## config.mk

```make
export PLATFORM = sky130hd
export DESIGN_NAME = gate_drv_logic
export DESIGN_NICKNAME = d
export VERILOG_FILES = /design/src/inc/gate_drv_pkg.sv /design/src/hw/gate_drv_logic.sv /design/src/hw/oc_blank_latch.sv
export SDC_FILE = /design/constraint.sdc
export NUM_CORES = 1
export LEC_CHECK = 0
export BUFFER_PORTS_ARGS = -buffer_cell sky130_fd_sc_hd__buf_2
export CAP_MARGIN = 20
export CORE_MARGIN = 3
export CORE_UTILIZATION = 30
export DETAILED_ROUTE_END_ITERATION = 10
export SYNTH_ARGS = -nofsm -noshare
export SYNTH_HDL_FRONTEND = slang
export SYNTH_SLANG_ARGS = --single-unit
export TNS_END_PERCENT = 100
```

## constraint.sdc

```tcl
create_clock -name clk -period 4.5 [get_ports clk]
set_input_delay 0.45 -clock clk [delete_from_list [all_inputs] [get_ports clk]]
set_output_delay 0.45 -clock clk [all_outputs]
set_load 0.005 [all_outputs]
```

## src/inc/gate_drv_pkg.sv

```systemverilog
`default_nettype none
package gate_drv_pkg;
    timeunit 1ns;
    timeprecision 1ns;

    // ----------------------------------------
    // Sizes and timing
    // ----------------------------------------
    localparam int PHASES = 3;
    localparam int CLK_PERIOD_NS = 40;
    // Sleep delay before standby takes the outputs down (time in ns)
    localparam int SLEEP_DELAY_NS = 4000;
    localparam int SLEEP_CYCLES = SLEEP_DELAY_NS / CLK_PERIOD_NS;
    localparam int SLEEP_CNT_W = 16;

    // ----------------------------------------
    // Reset values
    // ----------------------------------------
    localparam logic [2:0] PHASE_OFF = 3'h0;
    localparam logic OC_ACTION_DEFAULT = 1'b0;

    // ----------------------------------------
    // Carriers
    // ----------------------------------------
    typedef struct packed {
        logic [2:0] high_side;
        logic [2:0] low_side;
    } gate_pair_s;

    typedef enum logic [1:0] {
        ST_RUN,
        ST_SLEEP_WAIT,
        ST_STANDBY
    } power_state_e;

endpackage : gate_drv_pkg
`default_nettype wire

```

## src/hw/gate_drv_logic.sv

```systemverilog
// What this block does
// - Comparator trip reaches timer break whatever the select, except in standby
// - Select low: comparator goes only to timer
// - Select high: comparator also to driver
// - Selected trip forces all high-side outputs low
// - Blanking latched until all-low then rising edge
// - Both inputs high: both outputs low
// - Standby both low: outputs low after delay
`default_nettype none
module gate_drv_logic
    import gate_drv_pkg::*;
#(
    parameter int SLEEP_COUNT = SLEEP_CYCLES
)
(
    input wire logic clk,
    input wire logic rst,
    input wire gate_pair_s pwm_in,
    input wire logic overcurrent_sense_input,
    input wire logic overcurrent_action_select,
    input wire logic standby_request_n_a,
    input wire logic standby_request_n_b,
    output logic timer_break_input,
    output gate_pair_s gate_out,
    output logic comparator_enabled
);

    timeunit 1ns;
    timeprecision 1ns;

    // ----------------------------------------
    // Parameter checks
    // ----------------------------------------
    // The carrier struct is fixed, so PHASES cannot grow alone
    initial
    begin
        if (SLEEP_COUNT < 1 || SLEEP_COUNT >= (1 << SLEEP_CNT_W))
            $error("SLEEP_COUNT out of range");
        if (PHASES < 1)
            $error("PHASES must be at least 1");
        if ($bits(gate_pair_s) != 2 * PHASES)
            $error("gate_pair_s does not match PHASES");
    end

    // ----------------------------------------
    // State record
    // ----------------------------------------
    // Counter width limits how long the sleep delay can be
    localparam logic [SLEEP_CNT_W-1:0] SLEEP_LAST =
        SLEEP_CNT_W'(SLEEP_COUNT - 1);
    localparam logic [SLEEP_CNT_W-1:0] SLEEP_STEP = SLEEP_CNT_W'(1);

    typedef struct packed {
        power_state_e pwr;
        logic [SLEEP_CNT_W-1:0] sleep_cnt;
        logic brk;
        gate_pair_s out;
        logic cmp_en;
    } core_state_s;

    core_state_s state_reg;
    core_state_s state_next;

    // ----------------------------------------
    // Internal nets
    // ----------------------------------------
    logic blanking;
    logic oc_live;
    logic oc_to_driver;
    logic standby_req;
    logic sleep_done;
    logic drive_allowed;

    logic [PHASES-1:0] phase_both;
    logic [PHASES-1:0] high_gated;
    logic [PHASES-1:0] low_gated;

    // ----------------------------------------
    // Overcurrent routing
    // ----------------------------------------
    // Comparator is dead in standby, so events are masked there
    assign oc_live = overcurrent_sense_input && state_reg.cmp_en;
    // Select low keeps the trip away from the gates
    assign oc_to_driver = oc_live && overcurrent_action_select;

    // ----------------------------------------
    // Standby request
    // ----------------------------------------
    // Both lines must be low, so one stray line cannot sleep the gates
    assign standby_req = !standby_request_n_a && !standby_request_n_b;
    assign sleep_done = (state_reg.sleep_cnt == SLEEP_LAST);
    assign drive_allowed = (state_reg.pwr != ST_STANDBY);

    // ----------------------------------------
    // Blanking latch
    // ----------------------------------------
    // Held apart so the release sequence can be tested on its own
    oc_blank_latch #(
        .WIDTH(PHASES)
    ) u_blank (
        .clk(clk),
        .rst(rst),
        .oc_event(oc_to_driver),
        .high_side_in(pwm_in.high_side),
        .blanking(blanking)
    );

    // ----------------------------------------
    // Per-phase gating
    // ----------------------------------------
    // The live trip gates too, so the first blanked cycle is not late
    // Interlock wins over both inputs of a phase
    for (genvar i = 0; i < PHASES; i++)
    begin : g_phase
        assign phase_both[i] = pwm_in.high_side[i] && pwm_in.low_side[i];
        assign high_gated[i] = pwm_in.high_side[i]
            && !phase_both[i]
            && !blanking
            && !oc_to_driver
            && drive_allowed;
        assign low_gated[i] = pwm_in.low_side[i]
            && !phase_both[i]
            && drive_allowed;
    end

    // ----------------------------------------
    // Next state
    // ----------------------------------------
    // Outputs follow during the sleep wait; only standby forces them
    always_comb
    begin
        state_next = state_reg;
        // Break copies the live trip whatever the select says
        state_next.brk = oc_live;
        state_next.out.high_side = high_gated;
        state_next.out.low_side = low_gated;

        unique case (state_reg.pwr)
            ST_RUN:
            begin
                // A new request restarts the sleep count
                state_next.cmp_en = 1'b1;
                if (standby_req)
                begin
                    state_next.pwr = ST_SLEEP_WAIT;
                    state_next.sleep_cnt = '0;
                end
            end

            ST_SLEEP_WAIT:
            begin
                // Releasing either line aborts the wait
                if (!standby_req)
                begin
                    state_next.pwr = ST_RUN;
                end
                else if (sleep_done)
                begin
                    state_next.pwr = ST_STANDBY;
                    state_next.cmp_en = 1'b0;
                end
                else
                begin
                    state_next.sleep_cnt = state_reg.sleep_cnt + SLEEP_STEP;
                end
            end

            ST_STANDBY:
            begin
                // Comparator wakes here; the gates drive again one cycle later
                if (!standby_req)
                begin
                    state_next.pwr = ST_RUN;
                    state_next.cmp_en = 1'b1;
                end
            end

            default:
            begin
                // Unused code: fall back to run
                state_next.pwr = ST_RUN;
                state_next.cmp_en = 1'b1;
            end
        endcase
    end

    // ----------------------------------------
    // Registers
    // ----------------------------------------
    // Reset holds every gate low, as if all inputs were low
    always_ff @(posedge clk or posedge rst)
    begin
        if (rst)
        begin
            state_reg.pwr <= ST_RUN;
            state_reg.sleep_cnt <= '0;
            state_reg.brk <= 1'b0;
            state_reg.out.high_side <= PHASE_OFF;
            state_reg.out.low_side <= PHASE_OFF;
            state_reg.cmp_en <= 1'b1;
        end
        else
        begin
            state_reg <= state_next;
        end
    end

    // ----------------------------------------
    // Outputs
    // ----------------------------------------
    // All outputs come straight from the state register
    assign timer_break_input = state_reg.brk;
    assign gate_out = state_reg.out;
    assign comparator_enabled = state_reg.cmp_en;

endmodule : gate_drv_logic
`default_nettype wire

```

## src/hw/oc_blank_latch.sv

```systemverilog
`default_nettype none
module oc_blank_latch
    import gate_drv_pkg::*;
#(
    parameter int WIDTH = PHASES
)
(
    input wire logic clk,
    input wire logic rst,
    input wire logic oc_event,
    input wire logic [WIDTH-1:0] high_side_in,
    output logic blanking
);
    timeunit 1ns;
    timeprecision 1ns;

    typedef struct packed {
        logic blank;
        logic all_low_seen;
        logic [WIDTH-1:0] hs_prev;
    } latch_state_s;

    latch_state_s state_reg;
    latch_state_s state_next;

    initial
    begin
        if (WIDTH < 1) $error("WIDTH must be at least 1");
    end

    // ----------------------------------------
    // Latch: set on event, release on rising edge after all-low
    // ----------------------------------------
    always_comb
    begin
        state_next = state_reg;
        state_next.hs_prev = high_side_in;
        if (oc_event)
        begin
            // Event wins over any release in the same cycle
            state_next.blank = 1'b1;
            state_next.all_low_seen = 1'b0;
        end
        else if (state_reg.blank)
        begin
            if (state_reg.all_low_seen
                && ((high_side_in & ~state_reg.hs_prev) != '0))
            begin
                state_next.blank = 1'b0;
                state_next.all_low_seen = 1'b0;
            end
            else if (high_side_in == '0)
            begin
                state_next.all_low_seen = 1'b1;
            end
        end
    end

    always_ff @(posedge clk or posedge rst)
    begin
        if (rst)
            state_reg <= '0;
        else
            state_reg <= state_next;
    end

    assign blanking = state_reg.blank;

endmodule : oc_blank_latch
`default_nettype wire

```

==> results of run 1 <==
==> synthesized netlist by cell type (all sizes together) (3+ instances only) <==
master / n
buf: 6
nor2: 11
o21ai: 4
or3: 6
nand3: 9
inv: 5
nand2b: 3
dfrtp: 30
nor4: 5
o31ai: 3
nand4: 5
nor2b: 4
a21oi: 7
xnor2: 4
nor3b: 5
nand2: 12
a21o: 3
nor3: 6
==> cells in the final DEF (no fill, tap or decap), drive strengths merged <==
master / instances
o21ai: 4
xor2: 2
o21a: 1
or4: 1
xnor2: 4
and4b: 1
and2: 1
nand4b: 1
or3: 6
nor3b: 5
nor4b: 1
clkbuf: 6
o221ai: 1
dfstp: 1
or4b: 1
o31ai: 3
nand3: 9
a311oi: 1
nor2b: 4
dfrtp: 30
buf: 20
nor4: 5
a21oi: 7
inv: 5
nand4: 5
and4: 2
ha: 1
nor3: 6
nand2b: 3
a21o: 3
o211ai: 2
mux2i: 1
nor2: 11
clkinv: 1
nand2: 12
and3: 1
bufinv: 1
==> metrics by stage <==
step | hold slack (ns) | total power, mW | worst slack (ns) | std cells
2_1_floorplan | 0.459 | 0.331 | 2.57 | 149
3_3_place_gp | 0.480 | 0.344 | 2.34 | 228
3_5_place_dp | 0.479 | 0.345 | 2.30 | 228
4_1_cts | 0.257 | 0.629 | 2.44 | 236
5_1_grt | 0.274 | 0.651 | 2.36 | 236
6_report | 0.238 | 0.618 | 2.44 | 236
==> power by group <==
part | internal, mW | total, mW | leakage (nW) | switching [mW]
Sequential | 0.290 | 0.297 | 0.410 | 0.00777
Combinational | 0.0185 | 0.0413 | 0.292 | 0.0228
Clock | 0.179 | 0.280 | 0.0612 | 0.101
Total | 0.487 | 0.618 | 0.763 | 0.131
==> tightest hold or removal path, delay by kind of cell <==
kind,cells,cell delay (ns)
buf+inv,3,0.48
==> cell families (layout without fill, tap and decap cells) <==
| family | count (synthesis) | after routing | share of synthesized area [%] |
|---|---|---|---|
| compound gates | 22 | 22 | 9.40 |
| xor+xnor | 6 | 6 | 3.52 |
| fa+ha+maj | 1 | 1 | 0.839 |
| buf+inv | 13 | 33 | 4.78 |
| flops | 31 | 31 | 52.1 |
| mux | 1 | 1 | 0.671 |
| simple gates | 75 | 75 | 28.7 |
==> metal layers <==
metal  part of all wire [%]  GRT usage [%]  up-vias
li1                       -              -      568
met1                     50           13.5      541
met2                     46           16.2       16
met3                    3.1           3.07        4
met4                    1.7           5.98        0
met5                      0              0        -
==> final cells by class <==
class                   instances  area, µm²
clock buffers                   6       82.6
inverters                       5       18.8
fillers                       512       3010
flip-flops and latches         31        777
well taps                      67       83.8
multi-input cells             105        643
repair buffers                 20        103
clock inverters                 2       35.0
==> worst max-delay path by stage <==
stage,depth (start not counted),end,startpoint
2_1_floorplan,4,state_reg[21],standby_request_n_a
3_3_place_gp,5,state_reg[21],standby_request_n_a
3_5_place_dp,5,state_reg[21],standby_request_n_a
4_1_cts,4,state_reg[21],state_reg[25]
5_1_grt,4,state_reg[21],state_reg[25]
6_report,4,state_reg[21],state_reg[25]
==> out/metrics.yaml, run 1 <==
status:
  status: "completed"
yosys:
  seq_area_frac_synth_pct: 52.1
  synth_warnings: 0
  ys_async_sr_fraction_pct: 100
  synth_cell_type_count: 36
  yosys_register_bits: 31
  synth_ff_type: "dfrtp_1"
  yosysTopAreaCell: "dfrtp_1"
  syn_inst: 149
  syn_avg_cell_area_um2: 10.0
  synthTopCellsByArea: "dfrtp_1, nand3_1, buf_4"
  synth-edff-count: 0
  synth_nets: 162
  yosys.area.top_type_share_pct: 50.3
  syn_area_um2: 1490
clock_tree:
  cts-root-buf: "clkbuf_8"
  clockBufferDepth: 2
  post_cts_buffers: 0
  htree_levels: 2
  cts_num_sinks: 31
  clk_pin_slew_ns: 0.06
  cts_tree: "yes"
  numCtsBuffers: 5
  cts_hold_buffers: 0
  clk_latency_ns: 0.28
  cts_resized: 0
hold_path:
  hp-class: "in -> async"
setup_path:
  cpPeakStageDelay_ns: 0.51
  cpMostUsedCell: "or3_4"
  crit_fanout: 13
  cp_data_required_time_ns: 4.70
  start_kind: "register"
  timing.rr.start: "state_reg[25]"
  reg2reg_slack_ns: 2.44
  path_class: "reg -> reg"
  critPathSlowestCell: "or4_1"
  path_delay_family: "simple AND/OR/NAND/NOR gates"
  r2r_end: "state_reg[21]"
  crit_buf_inv: 0
  reg2regPathDepth: 4
  critical_path_arrival_ns: 2.26
  endpoint_kind: "register"
  cp_cell_sequence: "or3_4 -> or3_4 -> or4_1 -> a21oi_1"
layout:
  nets: 181
  fin_util_pct: 36.7
  antenna_cells: 0
  fin_area_um2: 1740
  largest_register_ffs: 18
  area_growth_pct: 16.9
  drive_above_1_share_pct: 18.9
placed_design:
  post_dp_cell_area_um2: 1630
  hpwl_um: 2040
  portBuffers: 19
  globalplace.congestion: 0.812
sta:
  final_max_slew_viol_count: 0
  fin_worst_skew_ns: 0.00431
  slew_headroom_pct: 46.5
  rsz0062_at_grt: "no"
  fin_crit_ns: 2.06
  tightest_slew_ns: 0.796
  hold_viol: 0
  setup-violations-final: 0
  post-route-period-util_pct: 45.8
  tns_ns: 0
  max_freq_ghz: 0.485
floorplanning:
  dieArea_um2: 5850
  die_h_um: 76.5
  core_area_um2: 4750
  die_w_um: 76.5
  ios: 20
  rows: 25
  initial_core_util_pct: 31.4
grt:
  antenna_found_initial: 0
  grt_pass1_vias: 1077
  grt_pass1_wl_um: 4970
  track_usage_pct: 10.6
  grt_max_degree: 32
  grt_overflow: 0
routing:
  routed_wl_um: 2840
  wl_per_cell_um: 12.0
  firstDrtPassIters: 4
  ant_nets: 0
  vias: 1129
  drc: 0
  drt_first_iter_violations: 84
  viasPerCell: 4.78
power:
  static-leakage-power_nw: 0.763
  ir_worst_vdd_mv: 0.185
  power_density_nw_per_um2: 355
flow_run:
  drv_cap: 0
Power figures use the tool's default switching activity.
==> run 2: changes to the inputs <==
==> constraint.sdc (replaced) <==
create_clock -name clk -period 1.85 [get_ports clk]
set_input_delay 0.185 -clock clk [delete_from_list [all_inputs] [get_ports clk]]
set_output_delay 0.185 -clock clk [all_outputs]
set_load 0.005 [all_outputs]
==> run 2 against run 1 <==
Effect of this change: via count increased by 7.9%; fmax increased by 16%; first-iteration DRC count down 27%; die area stayed put; sequential share of layout area is 2.0 points lower; clock skew rose by 0.0019 ns; worst setup slack worse by 2.4 ns; cell area up 4.7%; largest power group unchanged.
==> out/metrics.yaml, run 2 (same netlist as run 1, synthesis figures left out) <==
routing:
  wl_per_cell_um: 12.7  # +5.2%
  vias: 1218  # +7.9%
  routed_wl_um: 3160  # +11%
  ant_nets: 0  # unchanged
  viasPerCell: 4.89  # +2.3%
  drc: 0  # unchanged
  firstDrtPassIters: 5  # +1
  drt_first_iter_violations: 61  # -27%
sta:
  setup-violations-final: 0  # unchanged
  whs_ns: 0.0547  # -0.184 ns
  rsz0062_at_grt: "no"
  fin_crit_ns: 1.78  # -0.281 ns
  tightest_slew_ns: 0.426  # -0.371 ns
  hold_viol: 0  # unchanged
  max_freq_ghz: 0.561  # +16%
  slew_headroom_pct: 71.6  # +25 points
  fin_worst_skew_ns: 0.00619  # +0.00188 ns
  post-route-period-util_pct: 96.3  # +50 points
  final_max_slew_viol_count: 0  # unchanged
  tns_ns: 0  # unchanged
grt:
  track_usage_pct: 11.6  # +0.94 points
  grt_overflow: 0  # unchanged
  grt_max_degree: 32  # unchanged
  grt_pass1_vias: 1108  # +2.9%
  antenna_found_initial: 0  # unchanged
  grt_pass1_wl_um: 5350  # +7.6%
setup_path:
  critical_path_arrival_ns: 2.00  # -0.26 ns
  crit_buf_inv: 1  # +1
  critPathSlowestCell: "dfrtp_1"
  crit_start: "state_reg[25]"
  endpoint_kind: "register"
  start_kind: "register"
  cp_cell_sequence: "or3_4 -> or3_4 -> buf_4 -> or3_4 -> a21oi_2"
  path_delay_family: "simple AND/OR/NAND/NOR gates"
  cp_num_cells: 5  # +1
  cpPeakStageDelay_ns: 0.38  # -0.13 ns
  reg2regPathDepth: 5  # +1
  timing.rr.start: "state_reg[25]"
  cp_data_required_time_ns: 2.06  # -2.64 ns
  path_class: "reg -> reg"
  cpMostUsedCell: "or3_4"
  crit_fanout: 4  # -9
power:
  power_density_nw_per_um2: 761  # +110%
  power_mw: 1.39  # +120%
  static-leakage-power_nw: 0.816  # +6.9%
  ir_worst_vdd_mv: 0.249  # +35%
floorplanning:
  die_h_um: 76.5  # unchanged
  core_area_um2: 4750  # unchanged
  ios: 20  # unchanged
  rows: 25  # unchanged
  die_w_um: 76.5  # unchanged
  dieArea_um2: 5850  # unchanged
  initial_core_util_pct: 31.4  # unchanged
placed_design:
  post_dp_cell_area_um2: 1720  # +5.5%
  hpwl_um: 2200  # +7.9%
  portBuffers: 19  # unchanged
  globalplace.congestion: 0.819  # +0.90%
  placed_cells: 240  # +5.3%
clock_tree:
  htree_levels: 2  # unchanged
  clk_latency_ns: 0.28  # about the same
  clockBufferDepth: 2  # unchanged
  clk_pin_slew_ns: 0.06  # about the same
  cts-root-buf: "clkbuf_8"
  cts_tree: "yes"
  post_cts_buffers: 0  # unchanged
  numCtsBuffers: 5  # unchanged
  cts_num_sinks: 31  # unchanged
layout:
  fin_area_um2: 1830  # +4.7%
  antenna_cells: 0  # unchanged
  drive_above_1_share_pct: 24.7  # +5.8 points
  largest_register_ffs: 18  # unchanged
  layout_commonest_cell: "dfrtp_1"
  final_cell_count_no_fill: 249  # +5.5%
  final_cell_mix: "dfrtp_1, buf_2, buf_4"
  area_growth_pct: 22.4
  nets: 194  # +7.2%
hold_path:
  hp-class: "in -> reg"
  hp-start: "pwm_in[4]"
  worstHoldPathCells: 1
flow_run:
  drv_cap: 0  # unchanged
status:
  status: "completed"
[run 2: cell types whose count changed in the layout (fill, tap and decap cells not counted), sizes merged]
cell         delta
clkbuf          +1
dlygate4sd3     +1
buf            +12
bufinv          -1
[run 2: worst paths after layout]
kind	end	slack, ns
worst max register to register	state_reg[19]	0.07
worst max-delay path	state_reg[19]	0.07
min in group asynchronous	state_reg[17]	0.52
max in group asynchronous	comparator_enabled	1.01
worst min register to register	u_blank.state_reg[3]	0.50
worst min-delay path	u_blank.state_reg[1]	0.05
[run 2: report_power, final]
part | total, mW | switching, mW | internal (mW)
clock network | 0.552 | 0.252 | 0.300
logic | 0.116 | 0.0625 | 0.0535
registers | 0.721 | 0.0164 | 0.704
[run 2: stage by stage]
step           utilization, %  worst slack, ns
4_1_cts                  38.2           0.0449
3_5_place_dp             36.1           0.0493
6_report                 38.4           0.0681
5_1_grt                  38.4          0.00386
3_3_place_gp             36.1           0.0726
2_1_floorplan               -           0.0114
[run 2: area by class of cell]
type                    count  area (µm²)
clock buffers               7        86.3
clock inverters             1        5.00
fillers                   500        2930
inverters                   5        18.8
multi-input cells         105         652
flip-flops and latches     31         777
well taps                  67        83.8
repair buffers             33         203
[run 2: per-layer routing]
layer  track usage, %  share of wire, %
met4             5.98               2.3
met5                0                 0
met2             17.0                45
met1             15.1                48
met3             3.78               4.1
[run 2: timing repair]
action | in CTS | in global routing
hold buffers | 1 | 0
resized for setup | 0 | 2
endpoints found under the hold margin | 30 | 0
endpoints found under the setup margin | 0 | 2
[run 2: worst register-to-register path: stages, from the launching register on]
cell,delay [ns]
dfrtp_1,0.38
or3_4,0.38
or3_4,0.33
buf_4,0.15
or3_4,0.36
a21oi_2,0.11
